**src/inc/acs_pkg.sv**
```systemverilog
// Constants, types and state encodings of the converter serial command port.
package acs_pkg;
    // Synchroniser plus edge-detect latency on the serial clock, in clk cycles.
    localparam int unsigned SYNC_LAT = 3;
    // Output release window after the last falling serial-clock edge, in clk cycles.
    localparam int unsigned DOUT_REL_MIN = 6;
    localparam int unsigned DOUT_REL_MAX = 10;
    localparam logic [3:0] DOUT_REL_CNT = 4'((DOUT_REL_MIN + DOUT_REL_MAX) / 2 - SYNC_LAT);
    // Least low time of the reset and restart pins, in clk cycles.
    localparam logic [2:0] PIN_PULSE_MIN = 3'h4;
    // Result update time during which the output word is invalid.
    localparam logic [4:0] UPDATE_CYC = 5'h10;
    // Serial-clock reset pattern windows, in clk cycles.
    localparam logic [10:0] PAT_H1_MIN = 11'h12c;
    localparam logic [10:0] PAT_H1_MAX = 11'h1f4;
    localparam logic [10:0] PAT_LOW_MIN = 11'h005;
    localparam logic [10:0] PAT_H2_MIN = 11'h226;
    localparam logic [10:0] PAT_H2_MAX = 11'h2ee;
    localparam logic [10:0] PAT_H3_MIN = 11'h41a;
    localparam logic [10:0] PAT_H3_MAX = 11'h4e2;
    localparam logic [10:0] PAT_CNT_MAX = 11'h7ff;
    // Configuration storage indexes.
    localparam int unsigned NUM_REGS = 5;
    localparam logic [2:0] REG_STATUS = 3'h0;
    localparam logic [2:0] REG_MUX = 3'h1;
    localparam logic [2:0] REG_ADCON = 3'h2;
    localparam logic [2:0] REG_DRATE = 3'h3;
    localparam logic [2:0] REG_IO = 3'h4;
    // Reset values.
    localparam logic [7:0] STATUS_RST = 8'h00;
    localparam logic [7:0] MUX_RST = 8'h01;
    localparam logic [7:0] ADCON_RST = 8'h00;
    localparam logic [7:0] DRATE_RST = 8'h00;
    localparam logic [7:0] IO_RST = 8'hf0;
    // Field positions.
    localparam int unsigned STATUS_RDY_BIT = 0;
    localparam int unsigned STATUS_BUF_BIT = 1;
    localparam int unsigned MUX_NEG_LSB = 0;
    localparam int unsigned MUX_POS_LSB = 4;
    localparam int unsigned ADCON_GAIN_LSB = 0;
    localparam int unsigned ADCON_SENSE_LSB = 3;
    localparam int unsigned ADCON_CLKO_LSB = 5;
    localparam int unsigned IO_LVL_LSB = 0;
    localparam int unsigned IO_DIR_LSB = 4;
    localparam logic [2:0] GAIN_MAX = 3'h6;
    // Command codes.
    localparam logic [7:0] CMD_RDATA = 8'h10;
    localparam logic [7:0] CMD_CONTINUOUS_RESULT_READ_CMD = 8'h11;
    localparam logic [7:0] CMD_SDATAC = 8'h12;
    localparam logic [3:0] CMD_REGISTER_READ_CMD_PFX = 4'h2;
    localparam logic [3:0] CMD_REGISTER_WRITE_CMD_PFX = 4'h3;
    localparam logic [4:0] CMD_CAL_PFX = 5'h08;
    localparam logic [2:0] CAL_LAST = 3'h4;
    localparam logic [7:0] CMD_SYNC = 8'h50;
    localparam logic [7:0] CMD_STANDBY = 8'h51;
    localparam logic [7:0] CMD_RESET = 8'h52;
    localparam logic [7:0] CMD_WAKEUP = 8'h53;
    localparam logic [7:0] RES_LAST_BYTES = 8'h02;
    localparam int unsigned RES_W = 24;

    typedef enum logic [2:0] {PAT_H1, PAT_L1, PAT_H2, PAT_L2, PAT_H3} acs_pat_e;
    typedef enum logic [2:0] {SER_CMD, SER_RD_CNT, SER_WR_CNT, SER_WR_DATA, SER_OUT} acs_ser_e;

    typedef struct packed {
        logic buffer_en;
        logic [3:0] mux_pos;
        logic [3:0] mux_neg;
        logic [1:0] sensor_sel;
        logic [1:0] clock_output_pin_sel;
        logic [2:0] gain;
        logic [7:0] rate;
    } acs_cfg_s;
endpackage : acs_pkg

```
**src/hw/acs_port.sv**
```systemverilog
// Serial command port, configuration storage and result path of the converter.
`timescale 1ns/1ps

module acs_port (
    // Clock and reset.
    input wire logic clk,
    input wire logic rst_n,
    // Serial port pins.
    input wire logic sclk,
    input wire logic din,
    input wire logic cs_n,
    output logic dout,
    output logic dout_oe_n,
    output logic conversion_ready_n,
    // Control pins.
    input wire logic reset_pin_n,
    input wire logic restart_powerdown_n,
    // General-purpose pins.
    input wire logic [3:0] gpio_in,
    output logic [3:0] gpio_out,
    output logic [3:0] gpio_oe_n,
    // Conversion result stream.
    input wire logic res_valid,
    output logic res_ready,
    input wire logic [acs_pkg::RES_W-1:0] res_data,
    // Converter control.
    output acs_pkg::acs_cfg_s cfg,
    output logic [6:0] gain_factor,
    output logic conv_restart,
    output logic cal_start,
    output logic [2:0] cal_kind,
    output logic standby
);
    import acs_pkg::*;

    logic [1:0] sclk_q, din_q, cs_q, rpin_q, spin_q;
    logic [3:0] gpio_q0, gpio_q1;
    logic sclk_d;
    always_ff @(posedge clk or negedge rst_n) begin
        if (!rst_n) begin
            sclk_q <= 2'h0;
            din_q <= 2'h0;
            cs_q <= 2'h3;
            rpin_q <= 2'h3;
            spin_q <= 2'h3;
            gpio_q0 <= 4'h0;
            gpio_q1 <= 4'h0;
            sclk_d <= 1'b0;
        end else begin
            sclk_q <= {sclk_q[0], sclk};
            din_q <= {din_q[0], din};
            cs_q <= {cs_q[0], cs_n};
            rpin_q <= {rpin_q[0], reset_pin_n};
            spin_q <= {spin_q[0], restart_powerdown_n};
            gpio_q0 <= gpio_in;
            gpio_q1 <= gpio_q0;
            sclk_d <= sclk_q[1];
        end
    end

    logic sclk_rise, sclk_fall, cs_act;
    assign sclk_rise = sclk_q[1] & ~sclk_d;
    assign sclk_fall = ~sclk_q[1] & sclk_d;
    assign cs_act = ~cs_q[1];

    // Pin pulse qualifiers: index 0 is the reset pin, index 1 the restart pin.
    logic [1:0] pin_lvl, pin_hit;
    assign pin_lvl = {spin_q[1], rpin_q[1]};
    for (genvar i = 0; i < 2; i++) begin : g_pin
        logic [2:0] cnt, next_cnt;
        always_comb begin
            next_cnt = cnt;
            if (pin_lvl[i]) begin
                next_cnt = 3'h0;
            end else if (cnt != PIN_PULSE_MIN) begin
                next_cnt = cnt + 3'h1;
            end
        end
        assign pin_hit[i] = (next_cnt == PIN_PULSE_MIN) && (cnt != PIN_PULSE_MIN);
        always_ff @(posedge clk or negedge rst_n) begin
            if (!rst_n) begin
                cnt <= 3'h0;
            end else begin
                cnt <= next_cnt;
            end
        end
    end

    function automatic logic in_win(input logic [10:0] v, input logic [10:0] lo, input logic [10:0] hi);
        return (v >= lo) && (v <= hi);
    endfunction : in_win

    // Reset pattern detector; each edge restarts the pulse counter.
    acs_pat_e pat, next_pat;
    logic [10:0] pat_cnt, next_pat_cnt;
    logic pat_hit;
    always_comb begin
        next_pat = pat;
        next_pat_cnt = (pat_cnt == PAT_CNT_MAX) ? pat_cnt : pat_cnt + 11'h1;
        pat_hit = 1'b0;
        if (sclk_rise || sclk_fall) begin
            next_pat_cnt = 11'h001;
        end
        if (sclk_fall) begin
            unique case (pat)
                PAT_H1: next_pat = in_win(pat_cnt, PAT_H1_MIN, PAT_H1_MAX) ? PAT_L1 : PAT_H1;
                PAT_H2: next_pat = in_win(pat_cnt, PAT_H2_MIN, PAT_H2_MAX) ? PAT_L2 : PAT_H1;
                PAT_H3: begin
                    pat_hit = in_win(pat_cnt, PAT_H3_MIN, PAT_H3_MAX);
                    next_pat = PAT_H1;
                end
                default: next_pat = PAT_H1;
            endcase
        end else if (sclk_rise && (pat == PAT_L1 || pat == PAT_L2)) begin
            if (pat_cnt < PAT_LOW_MIN) begin
                next_pat = PAT_H1;
            end else begin
                next_pat = (pat == PAT_L1) ? PAT_H2 : PAT_H3;
            end
        end
    end
    always_ff @(posedge clk or negedge rst_n) begin
        if (!rst_n) begin
            pat <= PAT_H1;
            pat_cnt <= 11'h000;
        end else begin
            pat <= next_pat;
            pat_cnt <= next_pat_cnt;
        end
    end

    logic cmd_rst, soft_rst, flush;
    assign soft_rst = pat_hit | pin_hit[0] | cmd_rst;
    assign flush = soft_rst | conv_restart | cal_start;

    // Two-entry result buffer and the result register behind it.
    logic [RES_W-1:0] fifo_mem [2];
    logic [RES_W-1:0] next_fifo_mem [2];
    logic fifo_wp, next_fifo_wp, fifo_rp, next_fifo_rp;
    logic [1:0] fifo_cnt, next_fifo_cnt;
    logic [RES_W-1:0] result, next_result;
    logic [4:0] upd_cnt, next_upd_cnt;
    logic rdy_n, next_rdy_n, res_take, out_res, push, pop, res_new;
    assign res_ready = (fifo_cnt != 2'h2) & ~flush;
    assign res_new = (upd_cnt == 5'h01);
    always_comb begin
        next_fifo_mem = fifo_mem;
        next_fifo_wp = fifo_wp;
        next_fifo_rp = fifo_rp;
        next_result = result;
        next_upd_cnt = upd_cnt;
        next_rdy_n = rdy_n;
        push = res_valid & res_ready;
        // A result being shifted out is never replaced, so the buffer fills instead.
        pop = (fifo_cnt != 2'h0) && (upd_cnt == 5'h00) && !out_res;
        if (push) begin
            next_fifo_mem[fifo_wp] = res_data;
            next_fifo_wp = ~fifo_wp;
        end
        if (pop) begin
            next_fifo_rp = ~fifo_rp;
            next_result = fifo_mem[fifo_rp];
            next_upd_cnt = UPDATE_CYC;
            next_rdy_n = 1'b1;
        end else if (upd_cnt != 5'h00) begin
            next_upd_cnt = upd_cnt - 5'h01;
            if (res_new) begin
                next_rdy_n = 1'b0;
            end
        end
        if (res_take) begin
            next_rdy_n = 1'b1;
        end
        next_fifo_cnt = fifo_cnt + {1'b0, push} - {1'b0, pop};
        if (flush) begin
            next_fifo_wp = 1'b0;
            next_fifo_rp = 1'b0;
            next_fifo_cnt = 2'h0;
            next_upd_cnt = 5'h00;
            next_rdy_n = 1'b1;
        end
    end
    always_ff @(posedge clk or negedge rst_n) begin
        if (!rst_n) begin
            fifo_mem[0] <= '0;
            fifo_mem[1] <= '0;
            fifo_wp <= 1'b0;
            fifo_rp <= 1'b0;
            fifo_cnt <= 2'h0;
            result <= '0;
            upd_cnt <= 5'h00;
            rdy_n <= 1'b1;
        end else begin
            fifo_mem <= next_fifo_mem;
            fifo_wp <= next_fifo_wp;
            fifo_rp <= next_fifo_rp;
            fifo_cnt <= next_fifo_cnt;
            result <= next_result;
            upd_cnt <= next_upd_cnt;
            rdy_n <= next_rdy_n;
        end
    end
    assign conversion_ready_n = rdy_n;

    // Configuration storage and its read view.
    logic [7:0] regs [NUM_REGS];
    logic [7:0] next_regs [NUM_REGS];
    logic [7:0] view [8];
    for (genvar i = 0; i < 8; i++) begin : g_view
        if (i == REG_STATUS) begin : g_st
            assign view[i] = {regs[i][7:1], rdy_n};
        end else if (i == REG_IO) begin : g_io
            assign view[i] = {regs[i][7:4], (regs[i][3:0] & ~regs[i][7:4]) | (gpio_q1 & regs[i][7:4])};
        end else if (i < NUM_REGS) begin : g_rw
            assign view[i] = regs[i];
        end else begin : g_zero
            assign view[i] = 8'h00;
        end
    end

    // Serial engine: data in on falling edges, data out on rising edges.
    acs_ser_e ser, next_ser;
    logic [2:0] bit_cnt, next_bit_cnt, reg_ptr, next_reg_ptr, next_cal_kind;
    logic [7:0] rx, next_rx, left, next_left, rx_byte;
    logic [RES_W-1:0] tx, next_tx;
    logic [3:0] rel_cnt, next_rel_cnt;
    logic next_dout, drive, next_drive, next_out_res, cont, next_cont, stby, next_stby;
    logic next_cal_start, next_conv_restart, next_cmd_rst, byte_done;
    always_comb begin
        next_ser = ser;
        next_bit_cnt = bit_cnt;
        next_reg_ptr = reg_ptr;
        next_rx = rx;
        next_left = left;
        next_tx = tx;
        next_rel_cnt = rel_cnt;
        next_dout = dout;
        next_drive = drive;
        next_out_res = out_res;
        next_cont = cont;
        next_stby = stby;
        next_regs = regs;
        next_cal_kind = cal_kind;
        next_cal_start = 1'b0;
        next_cmd_rst = 1'b0;
        next_conv_restart = pin_hit[1];
        res_take = 1'b0;
        byte_done = 1'b0;
        rx_byte = {rx[6:0], din_q[1]};
        if (!cs_act) begin
            next_bit_cnt = 3'h0;
            next_drive = 1'b0;
            next_ser = SER_CMD;
            next_out_res = 1'b0;
        end else if (sclk_fall) begin
            next_rx = rx_byte;
            next_bit_cnt = bit_cnt + 3'h1;
            byte_done = (bit_cnt == 3'h7);
        end
        if (cs_act && sclk_rise && drive) begin
            next_dout = tx[RES_W-1];
            next_tx = {tx[RES_W-2:0], 1'b0};
        end
        if (sclk_fall) begin
            next_rel_cnt = DOUT_REL_CNT;
        end else if (rel_cnt != 4'h0) begin
            next_rel_cnt = rel_cnt - 4'h1;
        end
        if (rel_cnt == 4'h1 && ser == SER_CMD) begin
            next_drive = 1'b0;
        end
        if (byte_done) begin
            unique case (ser)
                SER_CMD: begin
                    if (rx_byte == CMD_RDATA) begin
                        res_take = 1'b1;
                    end else if (rx_byte == CMD_CONTINUOUS_RESULT_READ_CMD) begin
                        next_cont = 1'b1;
                    end else if (rx_byte == CMD_SDATAC) begin
                        next_cont = 1'b0;
                    end else if (rx_byte[7:4] == CMD_REGISTER_READ_CMD_PFX) begin
                        next_reg_ptr = rx_byte[2:0];
                        next_ser = SER_RD_CNT;
                    end else if (rx_byte[7:4] == CMD_REGISTER_WRITE_CMD_PFX) begin
                        next_reg_ptr = rx_byte[2:0];
                        next_ser = SER_WR_CNT;
                    end else if (rx_byte == CMD_SYNC) begin
                        next_conv_restart = 1'b1;
                    end else if (rx_byte == CMD_STANDBY) begin
                        next_stby = 1'b1;
                    end else if (rx_byte == CMD_WAKEUP) begin
                        next_stby = 1'b0;
                        next_conv_restart = 1'b1;
                    end else if (rx_byte == CMD_RESET) begin
                        next_cmd_rst = 1'b1;
                    end else if (rx_byte[7:3] == CMD_CAL_PFX && rx_byte[2:0] <= CAL_LAST) begin
                        next_cal_start = 1'b1;
                        next_cal_kind = rx_byte[2:0];
                    end
                end
                SER_RD_CNT: begin
                    // The host's wait before clocking data leaves the word settled.
                    next_left = rx_byte;
                    next_tx = {view[reg_ptr], 16'h0000};
                    next_out_res = 1'b0;
                    next_drive = 1'b1;
                    next_ser = SER_OUT;
                end
                SER_WR_CNT: begin
                    next_left = rx_byte;
                    next_ser = SER_WR_DATA;
                end
                SER_WR_DATA: begin
                    if (reg_ptr < REG_IO + 3'h1) begin
                        next_regs[reg_ptr] = rx_byte;
                    end
                    next_reg_ptr = reg_ptr + 3'h1;
                    next_left = left - 8'h01;
                    if (left == 8'h00) begin
                        next_ser = SER_CMD;
                    end
                end
                SER_OUT: begin
                    if (left == 8'h00) begin
                        next_ser = SER_CMD;
                        next_out_res = 1'b0;
                    end else begin
                        next_left = left - 8'h01;
                        if (!out_res) begin
                            next_reg_ptr = reg_ptr + 3'h1;
                            next_tx = {view[3'(reg_ptr + 3'h1)], 16'h0000};
                        end
                    end
                end
            endcase
        end
        // An automatic load is not a read, so data-ready still falls for the host.
        if (res_take || (cont && ser == SER_CMD && !byte_done && res_new)) begin
            next_tx = result;
            next_left = RES_LAST_BYTES;
            next_out_res = 1'b1;
            next_drive = 1'b1;
            next_ser = SER_OUT;
        end
        if (soft_rst) begin
            next_ser = SER_CMD;
            next_bit_cnt = 3'h0;
            next_drive = 1'b0;
            next_out_res = 1'b0;
            next_cont = 1'b0;
            next_stby = 1'b0;
            next_regs = '{STATUS_RST, MUX_RST, ADCON_RST, DRATE_RST, IO_RST};
        end
    end
    always_ff @(posedge clk or negedge rst_n) begin
        if (!rst_n) begin
            ser <= SER_CMD;
            bit_cnt <= 3'h0;
            reg_ptr <= 3'h0;
            rx <= 8'h00;
            left <= 8'h00;
            tx <= '0;
            rel_cnt <= 4'h0;
            dout <= 1'b0;
            drive <= 1'b0;
            out_res <= 1'b0;
            cont <= 1'b0;
            stby <= 1'b0;
            regs <= '{STATUS_RST, MUX_RST, ADCON_RST, DRATE_RST, IO_RST};
            cal_kind <= 3'h0;
            cal_start <= 1'b0;
            cmd_rst <= 1'b0;
            conv_restart <= 1'b0;
        end else begin
            ser <= next_ser;
            bit_cnt <= next_bit_cnt;
            reg_ptr <= next_reg_ptr;
            rx <= next_rx;
            left <= next_left;
            tx <= next_tx;
            rel_cnt <= next_rel_cnt;
            dout <= next_dout;
            drive <= next_drive;
            out_res <= next_out_res;
            cont <= next_cont;
            stby <= next_stby;
            regs <= next_regs;
            cal_kind <= next_cal_kind;
            cal_start <= next_cal_start;
            cmd_rst <= next_cmd_rst;
            conv_restart <= next_conv_restart;
        end
    end
    // The raw select releases the pin at once; the engine itself only sees the synchronised one.
    assign dout_oe_n = ~(drive & cs_act & ~cs_n);

    assign cfg.buffer_en = regs[REG_STATUS][STATUS_BUF_BIT];
    assign cfg.mux_pos = regs[REG_MUX][MUX_POS_LSB +: 4];
    assign cfg.mux_neg = regs[REG_MUX][MUX_NEG_LSB +: 4];
    assign cfg.sensor_sel = regs[REG_ADCON][ADCON_SENSE_LSB +: 2];
    assign cfg.clock_output_pin_sel = regs[REG_ADCON][ADCON_CLKO_LSB +: 2];
    assign cfg.gain = regs[REG_ADCON][ADCON_GAIN_LSB +: 3];
    // The filter maps this code onto rates from 2.5 to 30k samples per second.
    assign cfg.rate = regs[REG_DRATE];

    // General pins, clock output and gain decode.
    logic [2:0] div, next_div, gsel;
    logic [3:0] next_gpio_out, next_gpio_oe_n;
    logic [6:0] next_gain;
    logic next_standby;
    always_comb begin
        next_div = div + 3'h1;
        next_gpio_out = regs[REG_IO][IO_LVL_LSB +: 4];
        next_gpio_oe_n = regs[REG_IO][IO_DIR_LSB +: 4];
        if (cfg.clock_output_pin_sel != 2'h0) begin
            next_gpio_out[0] = div[2'(cfg.clock_output_pin_sel - 2'h1)];
            next_gpio_oe_n[0] = 1'b0;
        end
        gsel = (cfg.gain > GAIN_MAX) ? GAIN_MAX : cfg.gain;
        next_gain = 7'h01 << gsel;
        next_standby = stby | ~spin_q[1];
    end
    always_ff @(posedge clk or negedge rst_n) begin
        if (!rst_n) begin
            div <= 3'h0;
            gpio_out <= 4'h0;
            gpio_oe_n <= 4'hf;
            gain_factor <= 7'h01;
            standby <= 1'b0;
        end else begin
            div <= next_div;
            gpio_out <= next_gpio_out;
            gpio_oe_n <= next_gpio_oe_n;
            gain_factor <= next_gain;
            standby <= next_standby;
        end
    end
endmodule : acs_port

```
**config.mk**
```make
export PLATFORM = sky130hd
export DESIGN_NAME = acs_port
export DESIGN_NICKNAME = d
export VERILOG_FILES = /design/src/inc/acs_pkg.sv /design/src/hw/acs_port.sv
export SDC_FILE = /design/constraint.sdc
export NUM_CORES = 1
export LEC_CHECK = 0
export ABC_CLOCK_PERIOD_IN_PS = 3650
export BUFFER_PORTS_ARGS = -buffer_cell sky130_fd_sc_hd__buf_4
export CORE_MARGIN = 8
export CORE_UTILIZATION = 45
export DETAILED_ROUTE_END_ITERATION = 8
export GPL_ROUTABILITY_DRIVEN = 0
export PLACE_DENSITY = 0.61
export SETUP_SLACK_MARGIN = 0.02
export SLEW_MARGIN = 20
export SYNTH_ARGS = -nofsm -noshare
export SYNTH_HDL_FRONTEND = slang
export SYNTH_SLANG_ARGS = --single-unit
```
**constraint.sdc**
```tcl
create_clock -name clk -period 3.65 [get_ports clk]
set_input_delay 0.365 -clock clk [delete_from_list [all_inputs] [get_ports clk]]
set_output_delay 0.365 -clock clk [all_outputs]
set_load 0.02 [all_outputs]
```
=== After elaboration in Yosys (flattened, before gate mapping) ===
Index checks and enable logic that the tools add are counted.

* Word-level logic and storage cells: 364
* Bits in registers: 243
* Input bits: 36

* Bitwise logic cells: 37
* $lt $le $gt $ge: 17
* Reductions and logical operators: 57
* Shifts and indexed selects: 1
* Equal/unequal tests: 41
* Add/subtract/negate cells: 12
* Mux-type cells: 153

{| class="wikitable"
|+ Operators with widths
! kind !! number
|-
| $mux W24 || 9
|-
| $mux W40 || 4
|-
| $mux W3 || 29
|-
| $mux W1 || 81
|-
| $mux W8 || 8
|-
| $bmux W8 S3 || 2
|-
| $bwmux W48 || 1
|-
| $pmux W24 S2 || 1
|-
| $bwmux W40 || 1
|-
| $eq A8 B7 Y1 const B || 4
|-
| $demux W24 S1 || 1
|-
| $demux W8 S3 || 1
|-
| $eq A8 B5 Y1 const B || 3
|-
| $ne A2 B2 Y1 const B || 12
|-
| $pmux W8 S3 || 1
|-
| $mux W11 || 2
|-
| $reduce_bool A2 Y1 || 11
|-
| $not A1 Y1 || 18
|-
| $logic_and A1 B1 Y1 || 17
|-
| $reduce_bool A4 Y1 || 4
|-
| $add A3 B1 Y3 const B || 5
|-
| $eq A3 B3 Y1 const B || 5
|-
| $mux W5 || 3
|-
| $reduce_bool A3 Y1 || 5
|-
| 60 further kinds || 90
|}

=== Longest topological paths before layout ===
* Depth in word-level cells: 15
* Depth in mapped cells: 15
* Gate-level depth less buffers: 13

=== Worst setup path before layout ===
OpenSTA, ideal clock, no wires.

* Kind: flip-flop to flip-flop
* Start: register pat_cnt[8]
* End: register fifo_cnt[1]
* Arrival time: 2,932 ps
* Path buffers: 3
* Library setup time: 121 ps
* Cell stages (with the launch flop): 15
* Setup slack: 597 ps
* Cells stage by stage: dfrtp_1 buf_6 nor4_4 a2111oi_1 a221o_1 buf_4 or3_1 buf_2 or2_2 ha_1 inv_1 ha_1 xor2_1 xnor2_1 nor2_1

* Longest elaborated chain between the ends: 14
* Elaborated cells between the ends (all ways): 15
* Classes of those cells: add/sub (2); order compare (2); mux (3); bitwise (7); reduce/logical (1)

{| class="wikitable"
|+ Ends and longest elaborated chain
! element !! line !! source
|-
| start: declaration || acs_port.sv:95 || <nowiki>logic [10:0] pat_cnt, next_pat_cnt;</nowiki>
|-
| start signal: assignment || acs_port.sv:128 || <nowiki>pat_cnt <= next_pat_cnt;</nowiki>
|-
| $ge A11 B11 Y1 or $le A11 B11 Y1 (tied branches) || acs_port.sv:90 || <nowiki>return (v >= lo) && (v <= hi);</nowiki>
|-
| $logic_and A1 B1 Y1 * || acs_port.sv:90 ||
|-
| $mux W1 * || acs_port.sv:105 || <nowiki>unique case (pat)</nowiki>
|-
| $mux W1 * || acs_port.sv:104 || <nowiki>if (sclk_fall) begin</nowiki>
|-
| $or A1 B1 Y1 * (2 in a row) || acs_port.sv:133 || <nowiki>assign soft_rst = pat_hit | pin_hit[0] | cmd_rst;</nowiki>
|-
| $or A1 B1 Y1 * (2 in a row) || acs_port.sv:134 || <nowiki>assign flush = soft_rst | conv_restart | cal_start;</nowiki>
|-
| $not A1 Y1 || acs_port.sv:144 || <nowiki>assign res_ready = (fifo_cnt != 2'h2) & ~flush;</nowiki>
|-
| $and A1 B1 Y1 || acs_port.sv:144 ||
|-
| $and A1 B1 Y1 || acs_port.sv:153 || <nowiki>push = res_valid & res_ready;</nowiki>
|-
| $add A2 B1 Y2 || acs_port.sv:174 || <nowiki>next_fifo_cnt = fifo_cnt + {1'b0, push} - {1'b0, pop};</nowiki>
|-
| $sub A2 B1 Y2 || acs_port.sv:174 ||
|-
| $mux W2 * || acs_port.sv:175 || <nowiki>if (flush) begin</nowiki>
|-
| via next_fifo_cnt[1] || acs_port.sv:140 || <nowiki>logic [1:0] fifo_cnt, next_fifo_cnt;</nowiki>
|-
| end signal: assignment || acs_port.sv:197 || <nowiki>fifo_cnt <= next_fifo_cnt;</nowiki>
|-
| end: declaration || acs_port.sv:140 ||
|}

Mark *: on every way through the listed nets, which the timed path passes. The rest lies on a longest branch.
A chain may end at the register's enable or synchronous reset.

=== Worst setup path after layout ===
* Start: register pat_cnt[8]
* End: output port res_ready

* Longest elaborated chain between the ends: 10
* Elaborated cells between the ends (all ways): 11
* Classes of those cells: order compare (2); mux (2); bitwise (6); reduce/logical (1)

{| class="wikitable"
|+ Ends and longest elaborated chain
! element !! line !! source
|-
| $ge A11 B11 Y1 or $le A11 B11 Y1 (tied branches) || acs_port.sv:90 ||
|-
| $logic_and A1 B1 Y1 * || acs_port.sv:90 ||
|-
| $mux W1 * || acs_port.sv:105 ||
|-
| $mux W1 * || acs_port.sv:104 ||
|-
| $or A1 B1 Y1 * (2 in a row) || acs_port.sv:133 ||
|-
| $or A1 B1 Y1 * (2 in a row) || acs_port.sv:134 ||
|-
| $not A1 Y1 * || acs_port.sv:144 ||
|-
| $and A1 B1 Y1 * || acs_port.sv:144 ||
|-
| end: declaration || acs_port.sv:24 || <nowiki>output logic res_ready,</nowiki>
|}

Every way passes the cells marked *; elsewhere a longest branch is shown, timed or not.

==> flow_metrics.py <==
metrics = {
    "critical_path": {
        "setup.worst_path.start": "pat_cnt[8]",
        "crit_fanout": 11,
        "r2r_setup_slack_ns": 0.64,
        "crit_path_end": "res_ready",
        "worstSetupPathType": "reg -> out",
        "end_kind": "output pin",
        "ff2ff_path_depth": 11,
        "start_kind": "register",
        "cp_data_required_time_ns": 3.28,
        "reg2reg_from": "pat_cnt[8]",
        "arrival_ns": 2.97,
        "r2r-end": "fifo_cnt[1]",
    },
    "timing": {
        "grt_setup_unrepaired": "no",
        "max_freq_ghz": 0.300,
        "worst_pin_slew_ns": 0.940,
        "drv_slew": 0,
        "fin_skew_ns": 0.0116,
        "fin_crit_sh_pct": 91.3,
        "setup_viol": 0,
        "finalWorstSetupSlack_ns": 0.317,
        "tns_ns": 0,
        "slew_headroom_pct": 37.3,
        "hold_violations": 0,
        "fin_crit_ns": 3.33,
    },
    "synth": {
        "synth_top_area_share_pct": 47.4,
        "async_flop_share_pct": 100,
        "ys_seq_area_share_pct": 51.1,
        "ys_warn_count": 0,
        "synthFlopType": "dfrtp_1",
        "netlist_top_cells_count": "dfrtp_1 (225), nor2_1 (114), mux2i_1 (89), clkbuf_1 (58), nand2_1 (55)",
        "synthesis.nets": 1139,
        "synth_area_leader_cell": "dfrtp_1",
        "synth_area_leaders": "dfrtp_1 (47%), mux2i_1 (7.5%), dfstp_2 (3.8%)",
        "synth-edff-count": 0,
        "yosysMostFrequentCell": "dfrtp_1",
        "synth_cell_types": 69,
        "synth_seq_cells": 242,
        "synthCells": 1081,
        "netlist_area_um2": 11900,
        "avgSynthCellArea_um2": 11.0,
    },
    "place": {
        "preCtsSetupSlack_ns": 0.608,
        "io_buffers": 84,
        "hpwlAfterDp_um": 18100,
        "dpl_cell_area_um2": 12700,
    },
    "drt": {
        "wirelength_um": 26900,
        "antenna_left": 0,
        "drc": 0,
        "drtIter0Drc": 622,
        "via_per_inst": 5.56,
        "post_drt_wl_per_cell_um": 18.1,
        "first_pass_iters": 5,
        "vias": 8258,
    },
    "clocking": {
        "clock_sinks": 242,
        "numCtsBuffers": 28,
        "cts_tree": "built",
        "cts.clk_slew.worst_paths_ns": 0.06,
        "clock_latency_ns": 0.54,
        "root_buffer": "clkbuf_16",
        "post_cts_buffers": 0,
        "holdBufCountCts": 10,
        "clockBufferDepth": 3,
        "htree_levels": 1,
        "post_cts_resized": 0,
    },
    "cells_and_area": {
        "fin_area_um2": 13700,
        "nets": 1187,
        "fillCellCount": 2331,
        "num_antenna_cells": 0,
        "area_delta_synth_final_pct": 15.2,
        "layout-drive-gt1-share_pct": 22.3,
    },
    "global_routing": {
        "grt_pass1_vias": 8174,
        "grt-ovfl-total": 0,
        "grt_util_all_layers_pct": 17.1,
        "grt_pass1_wl_um": 44500,
        "grt_max_degree": 115,
        "antenna_found_initial": 0,
    },
    "die": {
        "core-area_um2": 26000,
        "dieArea_um2": 31900,
        "fp.dieH_um": 179,
        "ios": 85,
        "die_w_um": 179,
        "initial_core_util_pct": 45.7,
        "row_count": 59,
    },
    "power_and_ir_drop": {
        "totalPowerFinal_w": 0.00855,
        "p_leak_nw": 6.43,
        "p_per_area_nw_per_um2": 624,
        "ir_worst_vdd_mv": 0.362,
    },
    "outcome": {
        "status": "finished, final reports clean",
    },
    "job": {
        "cap_violations": 0,
    },
    "hold_path": {
        "hold_class": "in -> reg",
    },
}
metrics by stage:
stage          hold slack [ns]  utilization (%)  cells
2_1_floorplan           0.0694                -   1081
3_3_place_gp             0.333             48.7   1424
3_5_place_dp             0.339             48.7   1424
4_1_cts                 0.0420             52.7   1485
5_1_grt                 0.0488             52.7   1485
6_report                0.0659             52.7   1485
layer usage:
metal	GRT usage [%]	vias to the layer above	wire length, um
met5	0	-	0
met2	25.3	183	11900
met4	4.51	0	648
met3	2.96	45	1290
li1	-	3896	-
met1	25.4	4134	13100
layout make-up:
cell class	instances	area (um2)	share of cell area, %
clock buffers	40	816	5.96
clock inverters	11	121	0.887
inverters	39	146	1.07
multi-input cells	700	5170	37.7
flip-flops and latches	242	6080	44.4
well taps	335	419	3.06
repair buffers	118	943	6.89
flip-flops by register name (all words and copies together) (netlist names), 5 cells and up:
register	flops
left	8
regs	9
g_pin.cnt	6
fifo_mem	48
result	24
cfg	24
rx	7
gain_factor	7
upd_cnt	5
pat_cnt	11
tx	24
power by group:
group / internal (W) / total (W) / switching, W
clock: 0.00169 / 0.00280 / 0.00111
sequential: 0.00334 / 0.00383 / 0.000487
combinational: 0.00100 / 0.00192 / 0.000916
cells in the final DEF, fill, tap and decap left out, types with 17 or more instances in the layout:
cell,count
a21oi_1,53
buf_4,105
clkbuf_16,28
dfrtp_1,225
dfstp_2,17
ha_1,22
inv_1,39
mux2_2,39
mux2_4,20
mux2i_1,89
nand2_1,55
nor2_1,113
nor3_1,24
o21ai_0,28
critical path, cell delays in order, from the launching register on:
cell and delay [ns]:
dfrtp_1 0.48, or4b_2 0.67, a2111oi_1 0.40, a221o_2 0.33
or3_1 0.15, buf_4 0.18, nor2b_1 0.06, buf_4 0.15
logic make-up (layout without fill, tap and decap cells):
group,after synthesis,in the layout,share of synthesized area (%)
AOI/OAI and AO/OA,191,191,10.5
DFF,242,242,51.1
muxes,160,160,16.0
adders and majority gates,22,22,2.32
and+or+nand+nor,306,306,13.0
buffers and inverters,139,208,5.51
xor gates and xnor gates,21,21,1.55
how the worst min path moves through the flow:
| stage | slack, ns | to | startpoint | cells past startpoint |
|---|---|---|---|---|
| after floorplan | 0.07 | bit_cnt[0] | rst_n | 0 |
| after global placement | 0.33 | gpio_q1[0] | gpio_q0[0] | 0 |
| after detailed placement | 0.34 | gpio_q1[0] | gpio_q0[0] | 0 |
| after CTS | 0.04 | fifo_mem[5] | res_data[5] | 2 |
| after global routing | 0.05 | fifo_mem[30] | res_data[6] | 2 |
| final | 0.07 | fifo_mem[22] | res_data[22] | 2 |
(Power assumes the default switching activity.)
